[src/pdl_pkg.sv]
// What this block does
// - Gate held low for normal propagation
// - Both gate pins always equal
// - Hold code stable while delay wanted
// - Wait code rise times step before an ungated code change
// - Gated flush: gate high, input low
// - Recommended width 100, period 200 percent
// - Suggested width 20, period 40 percent
// - Absolute width 10, period 20 percent
package pdl_pkg;

   // Device delay model, picoseconds.
   localparam int STEP_PS           = 1000;
   localparam int BASE_LATENCY_PS   = 9000;
   localparam int CLK_PERIOD_PS     = 5000;
   localparam int CODE_W            = 4;
   localparam int CODE_STEPS        = 15;
   localparam int CNT_W             = 16;
   // Limits on the pulse source, percent of full span latency.
   localparam int WIDTH_REC_PCT     = 100;
   localparam int PERIOD_REC_PCT    = 200;
   localparam int WIDTH_SUG_PCT     = 20;
   localparam int PERIOD_SUG_PCT    = 40;
   localparam int WIDTH_ABS_PCT     = 10;
   localparam int PERIOD_ABS_PCT    = 20;
   // Limit classes.
   localparam logic [1:0] CLASS_REC = 2'h0;
   localparam logic [1:0] CLASS_SUG = 2'h1;
   localparam logic [1:0] CLASS_ABS = 2'h2;

   // Pins driven toward the delay line.
   typedef struct packed {
      logic [CODE_W-1:0] step_select_code;
      logic              gate_a_b;
      logic              gate_b_b;
      logic              line_in;
   } pdl_pins_t;

   // Request from the user side.
   typedef struct packed {
      logic [CODE_W-1:0] code;
      logic              gate;
      logic              pulse;
      logic [CNT_W-1:0]  width_cyc;
      logic [CNT_W-1:0]  period_cyc;
   } pdl_req_t;

endpackage

[src/pdl_wait_cnt.sv]
`timescale 1ns/100ps
// Loadable down counter; done is high once the count reaches zero.
module pdl_wait_cnt
   import pdl_pkg::*;
#(
   parameter int W = CNT_W
) (
   input  wire logic         clk_in,
   input  wire logic         rst_b_in,
   input  wire logic         ce_in,
   input  wire logic         load_in,
   input  wire logic [W-1:0] value_in,
   output logic              done_out
);
   logic [W-1:0] cnt_q;
   logic [W-1:0] cnt_d;

   // Next count: load wins, otherwise step down to zero.
   always_comb begin
      cnt_d = cnt_q;
      if (load_in) begin
         cnt_d = value_in;
      end else if (cnt_q != '0) begin
         cnt_d = cnt_q - W'(1);
      end
   end

   always_ff @(posedge clk_in) begin
      if (!rst_b_in) begin
         cnt_q <= '0;
      end else if (ce_in) begin
         cnt_q <= cnt_d;
      end
   end

   assign done_out = (cnt_q == '0);
endmodule

[src/pdl_host.sv]
`timescale 1ns/100ps
// Drives a programmable delay line: code, paired gate pins and the pulse input.
module pdl_host
   import pdl_pkg::*;
#(
   parameter int STEP_PICO = STEP_PS,
   parameter int BASE_PICO = BASE_LATENCY_PS
) (
   input  wire logic             clk_in,
   input  wire logic             rst_b_in,
   input  wire logic             ce_in,
   input  wire logic             req_valid_in,
   input  wire pdl_req_t         req_in,
   output logic                  req_ready_out,
   output logic                  req_error_out,
   output logic [1:0]            limit_class_out,
   input  wire logic             true_out_in,
   input  wire logic             comp_out_in,
   output pdl_pins_t             pins_out,
   output logic                  busy_out
);
   // Cycles per step, rounded up so that every settling wait is long enough.
   localparam int STEP_CYC = (STEP_PICO + CLK_PERIOD_PS - 1) / CLK_PERIOD_PS;
   // Full span latency in cycles, rounded up.
   localparam int SPAN_CYC = (CODE_STEPS * STEP_PICO + CLK_PERIOD_PS - 1) / CLK_PERIOD_PS;
   localparam int W_REC = (SPAN_CYC * WIDTH_REC_PCT + 99) / 100;
   localparam int P_REC = (SPAN_CYC * PERIOD_REC_PCT + 99) / 100;
   localparam int W_SUG = (SPAN_CYC * WIDTH_SUG_PCT + 99) / 100;
   localparam int P_SUG = (SPAN_CYC * PERIOD_SUG_PCT + 99) / 100;
   localparam int W_ABS = (SPAN_CYC * WIDTH_ABS_PCT + 99) / 100;
   localparam int P_ABS = (SPAN_CYC * PERIOD_ABS_PCT + 99) / 100;
   // Latency of the longest code plus base, the time the last edge needs to emerge.
   localparam int OUT_CYC = (BASE_PICO + CODE_STEPS * STEP_PICO + CLK_PERIOD_PS - 1) / CLK_PERIOD_PS;

   typedef enum {
      PDL_IDLE,
      PDL_HIGH,
      PDL_LOW,
      PDL_DRAIN,
      PDL_SETTLE,
      PDL_FLUSH
   } pdl_state_t;

   pdl_state_t        st_q;
   pdl_state_t        st_d;
   pdl_pins_t         pins_q;
   pdl_pins_t         pins_d;
   pdl_req_t          cur_q;
   pdl_req_t          cur_d;
   logic [1:0]        class_q;
   logic [1:0]        class_d;
   logic              err_q;
   logic              err_d;
   logic              gated_q;
   logic              gated_d;
   logic              load;
   logic [CNT_W-1:0]  load_val;
   logic              wait_done;
   logic [CNT_W-1:0]  w_cyc;
   logic [CNT_W-1:0]  p_cyc;
   // Last sampled device outputs, kept to see edges still leaving the line.
   logic              true_prev_q;
   logic              true_prev_d;
   logic              comp_prev_q;
   logic              comp_prev_d;
   logic              out_edge;
   logic [CNT_W-1:0]  rise_cyc;

   pdl_wait_cnt #(
      .W (CNT_W)
   ) u_wait (
      .clk_in   (clk_in),
      .rst_b_in (rst_b_in),
      .ce_in    (ce_in),
      .load_in  (load),
      .value_in (load_val),
      .done_out (wait_done)
   );

   assign w_cyc = req_in.width_cyc;
   assign p_cyc = req_in.period_cyc;

   // Any move on either device output means an edge is still emerging from the line.
   assign out_edge = (true_out_in != true_prev_q) || (comp_out_in != comp_prev_q);

   // Wait owed to a code rise; a falling code owes nothing beyond the line latency.
   // Restarting from this after a late output edge keeps the old code until the line is quiet.
   assign rise_cyc = (cur_q.code > pins_q.step_select_code) ?
                     CNT_W'(32'(cur_q.code - pins_q.step_select_code) * STEP_CYC) :
                     '0;

   // Ready only when idle; a new request may also change the code.
   assign req_ready_out   = (st_q == PDL_IDLE);
   assign busy_out        = (st_q != PDL_IDLE);
   assign req_error_out   = err_q;
   assign limit_class_out = class_q;
   assign pins_out        = pins_q;

   // Sequencer next-state and pin values.
   always_comb begin
      st_d     = st_q;
      pins_d   = pins_q;
      cur_d    = cur_q;
      class_d  = class_q;
      err_d    = err_q;
      gated_d  = gated_q;
      load     = 1'b0;
      load_val = '0;
      // Output history simply follows the sampled device outputs.
      true_prev_d = true_out_in;
      comp_prev_d = comp_out_in;
      case (st_q)
         PDL_IDLE: begin
            if (req_valid_in) begin
               cur_d = req_in;
               err_d = 1'b0;
               if (req_in.gate) begin
                  pins_d.line_in  = 1'b0;
                  pins_d.gate_a_b = 1'b1;
                  pins_d.gate_b_b = 1'b1;
                  gated_d  = 1'b1;
                  load     = 1'b1;
                  load_val = CNT_W'(32'(pins_q.step_select_code) * STEP_CYC + 1);
                  st_d     = PDL_FLUSH;
               end else if (req_in.code != pins_q.step_select_code) begin
                  load     = 1'b1;
                  load_val = (req_in.code > pins_q.step_select_code) ?
                             CNT_W'(32'(req_in.code - pins_q.step_select_code) * STEP_CYC + OUT_CYC) :
                             CNT_W'(OUT_CYC);
                  st_d     = PDL_SETTLE;
               end else if (req_in.pulse) begin
                  if (w_cyc < CNT_W'(W_ABS) || p_cyc < CNT_W'(P_ABS) || p_cyc <= w_cyc) begin
                     err_d = 1'b1;
                  end else begin
                     if (w_cyc >= CNT_W'(W_REC) && p_cyc >= CNT_W'(P_REC)) begin
                        class_d = CLASS_REC;
                     end else if (w_cyc >= CNT_W'(W_SUG) && p_cyc >= CNT_W'(P_SUG)) begin
                        class_d = CLASS_SUG;
                     end else begin
                        class_d = CLASS_ABS;
                     end
                     pins_d.gate_a_b = 1'b0;
                     pins_d.gate_b_b = 1'b0;
                     gated_d        = 1'b0;
                     pins_d.line_in = 1'b1;
                     load     = 1'b1;
                     load_val = w_cyc - CNT_W'(1);
                     st_d     = PDL_HIGH;
                  end
               end else begin
                  // A bare ungate request reopens the outputs after a flush.
                  pins_d.gate_a_b = 1'b0;
                  pins_d.gate_b_b = 1'b0;
                  gated_d         = 1'b0;
               end
            end
         end
         PDL_HIGH: begin
            // Fixed width and period keep any off-limit delay error constant.
            if (wait_done) begin
               pins_d.line_in = 1'b0;
               load     = 1'b1;
               load_val = cur_q.period_cyc - cur_q.width_cyc - CNT_W'(1);
               st_d     = PDL_LOW;
            end
         end
         PDL_LOW: begin
            if (wait_done) begin
               st_d = PDL_IDLE;
            end
         end
         PDL_SETTLE: begin
            if (out_edge) begin
               load     = 1'b1;
               load_val = rise_cyc + CNT_W'(1);
            end else if (wait_done) begin
               pins_d.step_select_code = cur_q.code;
               st_d = PDL_IDLE;
            end
         end
         PDL_FLUSH: begin
            if (wait_done) begin
               pins_d.step_select_code = cur_q.code;
               st_d = PDL_IDLE;
            end
         end
         default: begin
            st_d = PDL_IDLE;
         end
      endcase
   end

   // Sequencer registers; code reset to zero, gates high so the line starts quiet.
   always_ff @(posedge clk_in) begin
      if (!rst_b_in) begin
         st_q    <= PDL_IDLE;
         pins_q  <= '{step_select_code: '0, gate_a_b: 1'b1, gate_b_b: 1'b1, line_in: 1'b0};
         cur_q   <= '0;
         class_q <= CLASS_REC;
         err_q   <= 1'b0;
         gated_q <= 1'b1;
         // Gated outputs rest with the true side low and the inverted side high.
         true_prev_q <= 1'b0;
         comp_prev_q <= 1'b1;
      end else if (ce_in) begin
         st_q    <= st_d;
         pins_q  <= pins_d;
         cur_q   <= cur_d;
         class_q <= class_d;
         err_q   <= err_d;
         gated_q <= gated_d;
         true_prev_q <= true_prev_d;
         comp_prev_q <= comp_prev_d;
      end
   end
endmodule

[config.mk]
export PLATFORM = sky130hd
export DESIGN_NAME = pdl_host
export DESIGN_NICKNAME = d
export VERILOG_FILES = /design/src/pdl_pkg.sv /design/src/pdl_wait_cnt.sv /design/src/pdl_host.sv
export SDC_FILE = /design/constraint.sdc
export NUM_CORES = 1
export LEC_CHECK = 0
export CELL_PAD_IN_SITES_DETAIL_PLACEMENT = 1
export CELL_PAD_IN_SITES_GLOBAL_PLACEMENT = 2
export CORE_MARGIN = 4
export CORE_UTILIZATION = 34
export CTS_CLUSTER_SIZE = 14
export DETAILED_ROUTE_END_ITERATION = 16
export DONT_BUFFER_PORTS = 1
export GPL_TIMING_DRIVEN = 0
export PLACE_DENSITY_LB_ADDON = 0.1
export SETUP_SLACK_MARGIN = 0.02
export SLEW_MARGIN = 5
export SYNTH_ARGS = -nofsm -noshare
export SYNTH_HDL_FRONTEND = slang
export SYNTH_SLANG_ARGS = --single-unit
[constraint.sdc]
create_clock -name clk_in -period 2.6 [get_ports clk_in]
set_clock_uncertainty 0.05 [all_clocks]
set_input_delay 0.26 -clock clk_in [delete_from_list [all_inputs] [get_ports clk_in]]
set_output_delay 0.26 -clock clk_in [all_outputs]
set_load 0.01 [all_outputs]
After elaboration in Yosys (flattened, before gate mapping)
Cells that the tools add are included.
W data, S select, Z words.
{"block": "word_totals", "regBits": 96, "latch_bits": 0, "ramBits": 0, "rom_bits": 0, "output_inout_bits": 12, "word_cells": 118, "n_memories": 0}
{"block": "classes", "addsub": 9, "mul": 0, "div": 0, "magnitude_cmp": 9, "eq_ne": 17, "shifts": 0, "muxes": 46, "n_bitwise": 3, "n_reduce_logical": 21}
{"operator": "$mux W32", "n": 8}
{"operator": "$mux W16", "n": 11}
{"operator": "$pmux W32 S4", "n": 1}
{"operator": "$eq A32 B3 Y1 const B", "n": 2}
{"operator": "$logic_not A32 Y1", "n": 2}
{"operator": "$pmux W16 S3", "n": 1}
{"operator": "$sub A16 B1 Y16 const B", "n": 3}
{"operator": "$eq A32 B1 Y1 const B", "n": 1}
{"operator": "$eq A32 B2 Y1 const B", "n": 1}
{"operator": "$ge A16 B2 Y1 const B", "n": 2}
{"operator": "$lt A16 B1 Y1 const B", "n": 2}
{"operator": "$reduce_bool A32 Y1", "n": 1}
{"operator": "$add A16 B1 Y16 const B", "n": 1}
{"operator": "$ge A16 B1 Y1 const B", "n": 1}
{"operator": "$ge A16 B3 Y1 const B", "n": 1}
{"operator": "$le A16 B16 Y1", "n": 1}
{"operator": "$logic_not A16 Y1", "n": 1}
{"operator": "$reduce_bool A16 Y1", "n": 1}
{"operator": "$sub A16 B16 Y16", "n": 1}
{"operator": "$mux W1", "n": 14}
{"operator": "$reduce_and A7 Y1", "n": 2}
{"operator": "$ne A3 B3 Y1 const B", "n": 4}
{"operator": "$sub A4 B4 Y5", "n": 2}
{"operator": "$mux W3", "n": 3}
{"operator": "22 further kinds", "n": 38}

Depth between registers and ports, before layout
Gate-level depths: netlist (run 1).
{"block": "depth", "ltp_word": 11, "mapped_depth": 14, "ltp_nobuf": 14}

Cells and area by module
Synthesis (run 1) repeated with hierarchy kept, for this count alone.
{"block": "unflattened", "cells_unflattened": 750, "hier_area_um2": 5683.0}
{"module": "pdl_host", "instances": 1, "cells_each": 601, "area_per_inst_um2": 4524.3, "seq_area_each_um2": 1001.0}
{"module": "pdl_wait_cnt", "instances": 1, "cells_each": 149, "area_per_inst_um2": 1158.6, "seq_area_each_um2": 320.3}

Worst setup path before layout (run 1)
No wires, ideal clock.
{"block": "synth_timing", "path_type": "register -> register", "start": "register pins_q (netlist bit pins_out[4])", "end": "register u_wait.cnt_q[4]", "arrival_ps": 2608, "setup_slack_ps": -175, "stages_incl_launch_ff": 12, "synth_period_minus_slack_ps": 2775, "cell_sequence": "dfxtp_1 > inv_1 > ha_1 > nor2b_1 > o21ai_0 > a21boi_0 > o21ai_1 > a211oi_1 > ha_1 > o21ai_0 > a221o_1 > a32o_1"}
{"block": "synth_between", "elab_chain_len": 8, "word_cells_on_any_way": 22}
{"item": "start: declaration", "line_no": "pdl_host.sv:46", "source": "pdl_pins_t pins_q;"}
{"item": "start signal: assignment", "line_no": "pdl_host.sv:197", "source": "pins_q <= '{step_select_code: '0, gate_a_b: 1'b1, gate_b_b: 1'b1, line_in: 1'b0};"}
{"item": "start signal: assignment", "line_no": "pdl_host.sv:207", "source": "pins_q <= pins_d;"}
{"item": "parallel branches: the longest is 8 deep, another holds $add A16 B1 Y16"}
{"item": "end signal: assignment", "line_no": "pdl_wait_cnt.sv:32", "source": "cnt_q <= cnt_d;"}
{"item": "end: declaration", "line_no": "pdl_wait_cnt.sv:15", "source": "logic [W-1:0] cnt_q;"}
Several ways; the timed one is not identified.
A chain may end at the register's enable or synchronous reset.

Final worst setup path (run 1)
{"block": "layout_timing", "start": "register pins_q (netlist bit pins_out[3])", "end": "register u_wait.cnt_q[4]"}
The elaborated chain is that of the path after synthesis.

==> impl_results.rst, run 1 <==
.. list-table::
   :header-rows: 1

   * - Metric
     - Value
   * - Status
     - complete, but fails checks
   * - Failing checks
     - setup timing
   * - Maximum capacitance violations
     - 0
   * - Worst path required time
     - 2.78 ns
   * - Average size of a mapped cell
     - 7.65 µm²
   * - Net count reported at finish
     - 879
   * - TritonCTS buffer count
     - 9
   * - Final standard cell area without fillers
     - 0.00731 mm²
   * - Leading cell type by number of instances after synthesis
     - nand2_1
   * - Final setup viols
     - 9
   * - Power per standard cell area
     - 646 mW/mm²
   * - Die outline area
     - 0.0179 mm²
   * - Power share of the sequential group
     - 0.269
   * - Number of levels the H-tree was split into
     - 3
   * - Reg-to-reg endpoint
     - u_wait.cnt_q[4]$_SDFFE_PN0P_
   * - Number of synthesis warnings
     - 0
   * - Highest attainable clock frequency
     - 362 MHz
   * - Most frequent cells after synthesis
     - nand2_1, a21oi_1, dfxtp_1
   * - Switch share
     - 0.391
   * - Part of the total power dissipated in the clock network
     - 0.269
   * - Net Switching
     - 1.85 mW
   * - Worst Slack Setup Final
     - -0.165 ns
   * - Biggest area contributors in the synthesized netlist
     - dfxtp_1, ha_1, nand2_1
   * - Critical path launch point type
     - flip-flop
   * - Layout cells sized above 1
     - 0.263
   * - Power share of the combinational group
     - 0.461
   * - Synthesized netlist cell count
     - 704
   * - Vias in the first global route
     - 5820
   * - Hpwl dp
     - 15600 µm
   * - Max-slew headroom at the worst pin
     - 0.443
   * - Post-synthesis cell type count
     - 91
   * - Class of the worst hold path
     - in2reg
   * - Antenna-violating nets left
     - 0
   * - Arrival time of data at the critical path endpoint
     - 2.94 ns
   * - Initial antenna violation count
     - 0
   * - Average via count per standard cell
     - 5.57
   * - Crit path kind
     - reg2reg
   * - Iter 0 DRT Violations
     - 295
   * - Post-synthesis async set-or-reset flop share
     - 0
   * - Final cell count without fillers
     - 998
   * - Antenna diode count
     - 0
   * - Worst IR Drop VDD
     - 0.330 mV
   * - FF+latch count, synth
     - 66
   * - Insertion delay to the later sink of the worst-skew pair
     - 0.34 ns
   * - Instance count after placement with tap cells included
     - 917
   * - Worst reg-to-reg setup slack
     - -0.17 ns
   * - Top-level I/O count
     - 56
   * - Synth top area share
     - 0.245
   * - Largest net degree at the start of global routing
     - 11
   * - Total detailed-routing wirelength
     - 21600 µm
   * - Reg2reg path depth
     - 11
   * - Row count
     - 45
   * - Cell area reported after detailed placement
     - 0.00567 mm²
   * - Wire length of the first global-routing pass
     - 32500 µm
   * - Via count
     - 5563
   * - Sequential-to-total area share from yosys stat
     - 0.245
   * - Number of flops mapped to enable cells by yosys
     - 0
   * - Total grt overflow
     - 0
   * - Pin slew with the least headroom to its limit
     - 0.835 ns
   * - Reg-to-reg critical path startpoint
     - pins_out[3]$_SDFFE_PN0P_
   * - Die width
     - 134 µm
   * - Root Buffer
     - clkbuf_16
   * - Hold violation count in the final report
     - 0
   * - Residual DRC count
     - 0
   * - Number of max-slew violations in the final report
     - 0
   * - Clock tree from TritonCTS
     - yes
   * - Total Power
     - 4.72 mW
   * - Overall Global Routing Usage
     - 0.233
   * - Type of element capturing the critical path
     - flip-flop
   * - Crit path from
     - pins_out[3]$_SDFFE_PN0P_
   * - Minimum clock period after layout
     - 2.77 ns
   * - Leading register cell type out of synthesis
     - dfxtp_1
   * - CORE AREA
     - 0.0154 mm²
   * - Design internal power
     - 2.87 mW
   * - CTS sink cnt
     - 66
   * - DR WL/cell
     - 21.6 µm
   * - Destination of the critical timing path
     - u_wait.cnt_q[4]$_SDFFE_PN0P_
   * - Area growth from synthesis to final layout
     - 35.7%
   * - Final core occ
     - 0.476
   * - Port Buffer Count
     - 0
   * - Clock buffer depth
     - 2
   * - Final Wtd Congestion
     - 0.846
   * - Clock transition at path regs
     - 0.06 ns
   * - Leakage power of the design
     - 2.72 nW
   * - Max Fanout on Critical Path
     - 7
   * - Synth area leader
     - dfxtp_1
   * - Period Utilization, post-route
     - 1.06
   * - Initial Util
     - 0.351
   * - Unrepaired setup endpoints after global routing
     - true
   * - Vertical extent of the die
     - 134 µm
   * - Number of iterations in the first detailed-routing pass
     - 4
   * - Cell Area, Synth
     - 0.00539 mm²
==> logic make-up after synthesis <==
kind of cell,synth area share
other cells,0.000696
fa+ha+maj,0.127
mux,0.0149
flops,0.245
buf+inv,0.0613
compound gates,0.241
xor+xnor,0.0553
simple gates,0.254
==> power groups by stage <==
stage / combinational [mW] / sequential [mW] / clock, mW
global placement: 1.58 / 1.27 / 0
global route: 2.36 / 1.29 / 1.33
finish: 2.18 / 1.27 / 1.27
detailed placement: 1.61 / 1.27 / 0
CTS: 1.90 / 1.26 / 1.29
floorplan: 1.20 / 1.24 / 0
==> cell usage in the layout, fill, tap and decap left out, types with 8 or more instances in the layout <==
cell type | netlist | final
o21ai_0 | 38 | 26
nand3_1 | 15 | 10
clkbuf_16 | 0 | 9
nor2_1 | 40 | 32
ha_4 | 0 | 15
dfxtp_1 | 66 | 55
mux2i_1 | 8 | 8
nand2_1 | 120 | 118
ha_1 | 50 | 34
nor3_1 | 19 | 14
dlygate4sd3_1 | 0 | 21
inv_1 | 55 | 48
a21oi_2 | 2 | 9
a21oi_1 | 76 | 67
clkbuf_1 | 16 | 15
nor2_4 | 1 | 8
o21ai_1 | 3 | 8
xnor2_1 | 26 | 25
buf_4 | 1 | 40
==> per-stage QoR <==
step / hold WS [ns] / setup WS [ns] / TNS, ns
2_1_floorplan: 0.339 / 0.0213 / 0
3_3_place_gp: 0.346 / -0.690 / -15.62
3_5_place_dp: 0.351 / -0.702 / -17.37
4_1_cts: 0.00160 / -0.0842 / -0.536
5_1_grt: 0.00951 / -0.264 / -2.08
6_report: 0.0103 / -0.165 / -0.755
==> worst max-delay path: stages (launching register included) <==
cell and delay, ns:
dfxtp_4 0.43, ha_4 0.17, inv_2 0.04, fa_2 0.57
ha_4 0.17, nor2_4 0.04, nor3_4 0.20, xnor2_1 0.14
o32a_1 0.20, o21ai_2 0.09, a221o_1 0.34, a32o_1 0.21
==> flip-flops by register name, summed over array words and instances (netlist names) <==
register	count
u_wait.cnt_q	16
comp_prev_q	1
limit_class_out	2
req_error_out	1
cur_q	36
pins_out	6
true_prev_q	1
st_q	3
==> area by class of cell <==
| cell class | count | area, µm² |
|---|---|---|
| fillers | 1840 | 8060 |
| well taps | 211 | 264 |
| plain buffers | 25 | 134 |
| multi-input cells | 559 | 4490 |
| clock buffers | 14 | 264 |
| clock inverters | 2 | 35.0 |
| inverters | 57 | 219 |
| repair buffers | 64 | 561 |
| flip-flops and latches | 66 | 1350 |
==> per-layer routing <==
| metal | global-route usage | part of all wire | vias up |
|---|---|---|---|
| met5 | 0 | 0 | - |
| met4 | 0.0874 | 0.023 | 0 |
| met3 | 0.0450 | 0.038 | 31 |
| met2 | 0.376 | 0.47 | 117 |
| met1 | 0.308 | 0.47 | 2745 |
| li1 | - | - | 2670 |
==> timing repair <==
item / 4_1_cts / 5_1_grt
endpoints found under the setup margin: 54 / 53
buffers inserted: 24 / 19
resized for setup: 95 / 81
gates cloned: 1 / 0
hold buffers: 21 / 0
endpoints found under the hold margin: 21 / 0
pin swaps: 34 / 37
==> how the worst min path moves through the flow <==
| stage | start | end | slack [ns] | depth (start not counted) |
|---|---|---|---|---|
| final | req_in[3] | cur_q[3]$_SDFFE_PN0P_ | 0.01 | 2 |
| after global routing | req_in[18] | cur_q[18]$_SDFFE_PN0P_ | 0.01 | 2 |
| after CTS | req_in[27] | cur_q[27]$_SDFFE_PN0P_ | 0.002 | 2 |
| after detailed placement | comp_out_in | comp_prev_q$_SDFFE_PN1P_ | 0.35 | 2 |
| after global placement | comp_out_in | comp_prev_q$_SDFFE_PN1P_ | 0.35 | 2 |
| after floorplan | comp_out_in | comp_prev_q$_SDFFE_PN1P_ | 0.34 | 2 |
Note: power is estimated with default switching activity, not from simulation.
==> inputs of run 2 (changes only) <==
--- a/config.mk
+++ b/config.mk
@@ -7,6 +7,7 @@
 export LEC_CHECK = 0
 export CELL_PAD_IN_SITES_DETAIL_PLACEMENT = 1
 export CELL_PAD_IN_SITES_GLOBAL_PLACEMENT = 2
+export CORE_ASPECT_RATIO = 0.7
 export CORE_MARGIN = 4
 export CORE_UTILIZATION = 34
 export CTS_CLUSTER_SIZE = 14
==> impl_results.rst, run 2 (synthesis gave the netlist of run 1 again) <==
.. list-table::
   :header-rows: 1

   * - Metric
     - Value
   * - DR WL/cell
     - 22.6 µm
   * - Period Utilization, post-route
     - 1.06
   * - Crit path from
     - pins_out[3]$_SDFFE_PN0P_
   * - Worst hold-check slack
     - 0.00168 ns
   * - Top-level I/O count
     - 56
   * - Antenna diode count
     - 0
   * - Cell repeated most along the worst path
     - ha_4
   * - Worst path required time
     - 2.79 ns
   * - Worst IR Drop VDD
     - 0.322 mV
   * - Critical path launch point type
     - flip-flop
   * - Initial antenna violation count
     - 0
   * - Arrival time of data at the critical path endpoint
     - 2.94 ns
   * - Layout cells sized above 1
     - 0.267
   * - Cell area reported after detailed placement
     - 0.00566 mm²
   * - Most used cells in the layout excluding fill and tap cells
     - nand2_1, a21oi_1, dfxtp_1, inv_1, buf_4
   * - Insertion delay to the later sink of the worst-skew pair
     - 0.35 ns
   * - Reg-to-reg critical path startpoint
     - pins_out[3]$_SDFFE_PN0P_
   * - Highest attainable clock frequency
     - 363 MHz
   * - Root Buffer
     - clkbuf_16
   * - Part of the total power dissipated in the clock network
     - 0.282
   * - Type of element capturing the critical path
     - flip-flop
   * - Flip-flop count of the largest register, all copies and words added
     - 36
   * - Die width
     - 158 µm
   * - CORE AREA
     - 0.0155 mm²
   * - Largest net degree at the start of global routing
     - 13
   * - Maximum capacitance violations
     - 0
   * - Iter 0 DRT Violations
     - 331
   * - Residual DRC count
     - 0
   * - Worst Slack Setup Final
     - -0.153 ns
   * - Dpl ws
     - -0.635 ns
   * - Unrepaired setup endpoints after global routing
     - true
   * - Port Buffer Count
     - 0
   * - Power share of the sequential group
     - 0.265
   * - Switch share
     - 0.397
   * - Vias in the first global route
     - 5961
   * - Antenna-violating nets left
     - 0
   * - Final standard cell area without fillers
     - 0.00737 mm²
   * - Critical Path, Cell by Cell
     - ha_4 > inv_2 > fa_2 > ha_4 > nor2_2 > nor3_2 > xnor2_1 > o32a_1 > o21ai_2 > a221o_1 > a32o_1
   * - Net count reported at finish
     - 883
   * - Average via count per standard cell
     - 5.73
   * - Largest Register
     - cur_q
   * - Max Fanout on Critical Path
     - 7
   * - Hpwl dp
     - 16400 µm
   * - Design internal power
     - 2.91 mW
   * - Clock transition at path regs
     - 0.06 ns
   * - Number of max-slew violations in the final report
     - 0
   * - Max-slew headroom at the worst pin
     - 0.396
   * - Total grt overflow
     - 0
   * - Crit path kind
     - reg2reg
   * - Die outline area
     - 0.0180 mm²
   * - Pin slew with the least headroom to its limit
     - 0.906 ns
   * - Hold violation count in the final report
     - 0
   * - Status
     - complete, but fails checks
   * - Largest stage delay on the critical path
     - 0.56 ns
   * - Number of iterations in the first detailed-routing pass
     - 5
   * - Final cell count without fillers
     - 991
   * - Class of the worst hold path
     - in2reg
   * - Power share of the combinational group
     - 0.453
   * - Clock tree from TritonCTS
     - yes
   * - Number of levels the H-tree was split into
     - 3
   * - Failing checks
     - setup timing
   * - Total Power
     - 4.83 mW
   * - Area growth from synthesis to final layout
     - 36.8%
   * - Critical Path Slowest Stage Cell
     - fa_2
   * - CTS sink cnt
     - 66
   * - Net Switching
     - 1.92 mW
   * - TritonCTS buffer count
     - 9
   * - Final setup viols
     - 9
   * - Final Wtd Congestion
     - 0.875
   * - Total detailed-routing wirelength
     - 22400 µm
   * - FILL cells
     - 1838
   * - Power per standard cell area
     - 656 mW/mm²
   * - Via count
     - 5678
   * - Minimum clock period after layout
     - 2.75 ns
   * - Vertical extent of the die
     - 113 µm
   * - Leakage power of the design
     - 2.73 nW
   * - Most common cell after layout, fill and taps aside
     - nand2_1
   * - Instance count after placement with tap cells included
     - 906
   * - Initial Util
     - 0.348
   * - HP Start
     - req_in[8]
   * - Wire length of the first global-routing pass
     - 34400 µm
   * - Row count
     - 38
   * - Overall Global Routing Usage
     - 0.249
   * - Clock buffer depth
     - 2
==> run 2: final timing paths <==
| kind | to | slack [ns] | depth (start not counted) |
|---|---|---|---|
| worst min register to register | cur_q[30]$_SDFFE_PN0P_ | 0.40 | 2 |
| worst max register to register | u_wait.cnt_q[4]$_SDFFE_PN0P_ | -0.15 | 11 |
| worst max-delay path | u_wait.cnt_q[4]$_SDFFE_PN0P_ | -0.15 | 11 |
| worst min-delay path | cur_q[8]$_SDFFE_PN0P_ | 0.002 | 2 |
==> run 2: power groups by stage <==
stage / Combinational [mW] / Clock [mW] / Sequential (mW)
global placement: 1.58 / 0 / 1.27
detailed placement: 1.61 / 0 / 1.28
CTS: 1.89 / 1.38 / 1.26
global route: 2.37 / 1.43 / 1.30
floorplan: 1.20 / 0 / 1.24
finish: 2.19 / 1.36 / 1.28
==> run 2: timing repair <==
action,4_1_cts,5_1_grt
hold endpoints to repair,28,0
endpoints found under the setup margin,54,52
buffers inserted,24,16
resized for setup,89,94
pin swaps,38,28
cloned,1,0
hold buffers,28,0
==> run 2: stage by stage <==
step                 util  setup TNS [ns]
floorplan               -               0
global placement    0.365          -18.56
detailed placement  0.365          -20.72
CTS                 0.441          -0.828
global route        0.475           -1.76
finish              0.475          -0.520
==> run 2: area by class of cell <==
type	count	area, µm²	share of cell area
timing repair buffer	68	608	0.0825
clock inverter	7	93.8	0.0127
clock buffer	9	225	0.0306
inverter	57	225	0.0306
multi-input combinational	559	4490	0.609
sequential	66	1340	0.182
buffer	25	133	0.0180
tap	200	250	0.0340
==> run 2: worst max-delay path, delay by kind of cell (launching register included) <==
kind	cells	cell delay, ns
adders and majority gates	3	0.87
AOI/OAI and AO/OA	4	0.86
DFF	1	0.43
and+or+nand+nor	2	0.23
xor gates and xnor gates	1	0.15
buffers and inverters	1	0.04
==> run 2: per-layer routing <==
layer  routed length [µm]  track usage
met3                 1110       0.0474
met4                  380       0.0557
met5                    0            0
met2                 9780        0.372
met1                11100        0.370
==> inputs of run 3 (changes only) <==
==> constraint.sdc (replaced) <==
create_clock -name clk_in -period 2.6 [get_ports clk_in]
set_clock_uncertainty 0.05 [all_clocks]
set_input_delay 0.39 -clock clk_in [delete_from_list [all_inputs] [get_ports clk_in]]
set_output_delay 0.39 -clock clk_in [all_outputs]
set_load 0.01 [all_outputs]
==> impl_results.rst, run 3 (synthesis gave the netlist of run 1 again) <==
.. list-table::
   :header-rows: 1

   * - Metric
     - Value
   * - Largest net degree at the start of global routing
     - 11
   * - Final cell count without fillers
     - 968
   * - Antenna-violating nets left
     - 0
   * - Worst reg-to-reg setup slack
     - -0.38 ns
   * - Final Wtd Congestion
     - 0.847
   * - Period Utilization, post-route
     - 1.15
   * - Power per standard cell area
     - 657 mW/mm²
   * - Reg2reg path depth
     - 13
   * - HP Start
     - req_in[37]
   * - Die outline area
     - 0.0180 mm²
   * - Vias in the first global route
     - 5654
   * - Max Fanout on Critical Path
     - 5
   * - Initial antenna violation count
     - 0
   * - TritonCTS buffer count
     - 9
   * - CORE AREA
     - 0.0155 mm²
   * - Worst path required time
     - 2.78 ns
   * - Instance count after placement with tap cells included
     - 906
   * - Clock transition at path regs
     - 0.06 ns
   * - Hold violation count in the final report
     - 0
   * - Critical Path, Cell by Cell
     - clkinvlp_4 > buf_4 > ha_4 > nor2b_2 > o21ai_2 > buf_4 > nor3b_4 > nor3_2 > xnor2_1 > o32a_1 > o21ai_1 > a221o_1 > a32o_1
   * - Largest Register
     - cur_q
   * - Worst Slack Setup Final
     - -0.384 ns
   * - Clock buffer depth
     - 2
   * - Wire length of the first global-routing pass
     - 33100 µm
   * - Minimum clock period after layout
     - 2.98 ns
   * - Row count
     - 38
   * - Number of iterations in the first detailed-routing pass
     - 4
   * - Number of hold-repair buffers added at the cts stage
     - 0
   * - Residual DRC count
     - 0
   * - Crit path kind
     - reg2reg
   * - Most used cells in the layout excluding fill and tap cells
     - nand2_1, a21oi_1, dfxtp_1, inv_1, buf_4
   * - Antenna diode count
     - 0
   * - Failing checks
     - setup timing
   * - Maximum capacitance violations
     - 0
   * - Total Power
     - 4.53 mW
   * - Flip-flop count of the largest register, all copies and words added
     - 36
   * - Total detailed-routing wirelength
     - 21700 µm
   * - CTS sink cnt
     - 66
   * - Number of levels the H-tree was split into
     - 3
   * - Average via count per standard cell
     - 5.65
   * - Worst hold endpoint
     - cur_q[37]$_SDFFE_PN0P_
   * - Number of max-slew violations in the final report
     - 0
   * - Highest attainable clock frequency
     - 335 MHz
   * - Initial Util
     - 0.348
   * - Insertion delay to the later sink of the worst-skew pair
     - 0.34 ns
   * - Status
     - complete, but fails checks
   * - Clock tree from TritonCTS
     - yes
   * - Pin slew with the least headroom to its limit
     - 0.766 ns
   * - Worst IR Drop VDD
     - 0.298 mV
   * - Iter 0 DRT Violations
     - 260
   * - Type of element capturing the critical path
     - flip-flop
   * - Net count reported at finish
     - 861
   * - Max-slew headroom at the worst pin
     - 0.490
   * - Arrival time of data at the critical path endpoint
     - 3.16 ns
   * - Logic depth of the worst setup path including buffers
     - 13
   * - Die width
     - 158 µm
   * - Largest stage delay on the critical path
     - 0.41 ns
   * - Class of the worst hold path
     - in2reg
   * - Overall Global Routing Usage
     - 0.241
   * - Via count
     - 5470
   * - Reg-to-reg critical path startpoint
     - pins_out[4]$_SDFFE_PN0P_
   * - Critical path launch point type
     - flip-flop
   * - Unrepaired setup endpoints after global routing
     - true
   * - Layout cells sized above 1
     - 0.250
   * - Final setup viols
     - 19
   * - Buffers plus inverters on the worst setup path
     - 3
   * - Kind of cell adding the most delay to the critical path
     - compound AO/OA/AOI/OAI gates
   * - Cell depth of the worst min-delay path
     - 2
   * - Top-level I/O count
     - 56
   * - Vertical extent of the die
     - 113 µm
   * - Most common cell after layout, fill and taps aside
     - nand2_1
   * - Root Buffer
     - clkbuf_16
   * - Area growth from synthesis to final layout
     - 27.9%
   * - DR WL/cell
     - 22.4 µm
   * - Hpwl dp
     - 16500 µm
   * - FILL cells
     - 1885
   * - Leakage power of the design
     - 2.58 nW
   * - Critical Path Slowest Stage Cell
     - dfxtp_4
   * - Cell repeated most along the worst path
     - buf_4
   * - Final total negative setup slack
     - -4.08 ns
   * - Port Buffer Count
     - 0
   * - Total grt overflow
     - 0
   * - Reg-to-reg endpoint
     - u_wait.cnt_q[4]$_SDFFE_PN0P_
## run 3: changes by cell type in the layout (fill, tap and decap cells not counted), sizes merged
cell	previous run	this run
buf	48	54
bufinv	2	0
clkbuf	26	29
clkinvlp	3	2
dlygate4sd3	28	0
inv	55	54
## run 3: final cells by class
cell class	instances	area, µm²	share of cell area
buffer	25	131	0.0191
clock buffer	12	256	0.0372
clock inverter	3	15.0	0.00218
inverter	57	221	0.0321
multi-input combinational	559	4330	0.628
sequential	66	1330	0.193
tap	200	250	0.0363
timing repair buffer	46	358	0.0519
## run 3: timing repair
item                       4_1_cts  5_1_grt
buffers inserted                23       24
setup endpoints to repair       58       39
hold endpoints to repair         0        0
cloned                           0        2
gates resized for setup         84       54
pin swaps                       36       18
## run 3: metrics by stage
stage / hold slack (ns) / area [µm²] / setup slack [ns] / utilization
floorplan: 0.386 / 5410 / 0.0158 / -
global placement: 0.394 / 5660 / -0.903 / 0.365
detailed placement: 0.397 / 5660 / -0.822 / 0.365
CTS: 0.121 / 6490 / -0.288 / 0.419
global route: 0.127 / 6890 / -0.512 / 0.445
finish: 0.128 / 6890 / -0.384 / 0.445
## run 3: per-layer routing
metal	wire length, µm	vias to the layer above	track usage
met5	0	-	0
met4	276	0	0.0489
met1	10700	2672	0.355
met2	9240	143	0.359
met3	1480	20	0.0581
li1	-	2635	-
## run 3: power breakdown
part           leakage [nW]  internal [mW]  switching, mW
clock network         0.138          0.688          0.485
registers             0.542           1.13          0.148
logic                  1.90          0.871           1.21
## run 3: worst max path at each step
stage                                         endpoint  slack [ns]                     start
after floorplan           u_wait.cnt_q[4]$_SDFFE_PN0P_        0.02  pins_out[4]$_SDFFE_PN0P_
after global placement    u_wait.cnt_q[2]$_SDFFE_PN0P_       -0.90                req_in[26]
after detailed placement  u_wait.cnt_q[2]$_SDFFE_PN0P_       -0.82                req_in[26]
after CTS                 u_wait.cnt_q[4]$_SDFFE_PN0P_       -0.29  pins_out[4]$_SDFFE_PN0P_
after global routing      u_wait.cnt_q[4]$_SDFFE_PN0P_       -0.51  pins_out[4]$_SDFFE_PN0P_
final                     u_wait.cnt_q[4]$_SDFFE_PN0P_       -0.38  pins_out[4]$_SDFFE_PN0P_
## run 3: worst reg2reg max path, stage by stage, from the launching register on
cell        delay (ns)
dfxtp_4           0.41
clkinvlp_4        0.19
buf_4             0.19
ha_4              0.21
nor2b_2           0.15
o21ai_2           0.15
buf_4             0.13
nor3b_4           0.20
nor3_2            0.07
xnor2_1           0.20
o32a_1            0.20
o21ai_1           0.11
a221o_1           0.38
a32o_1            0.22
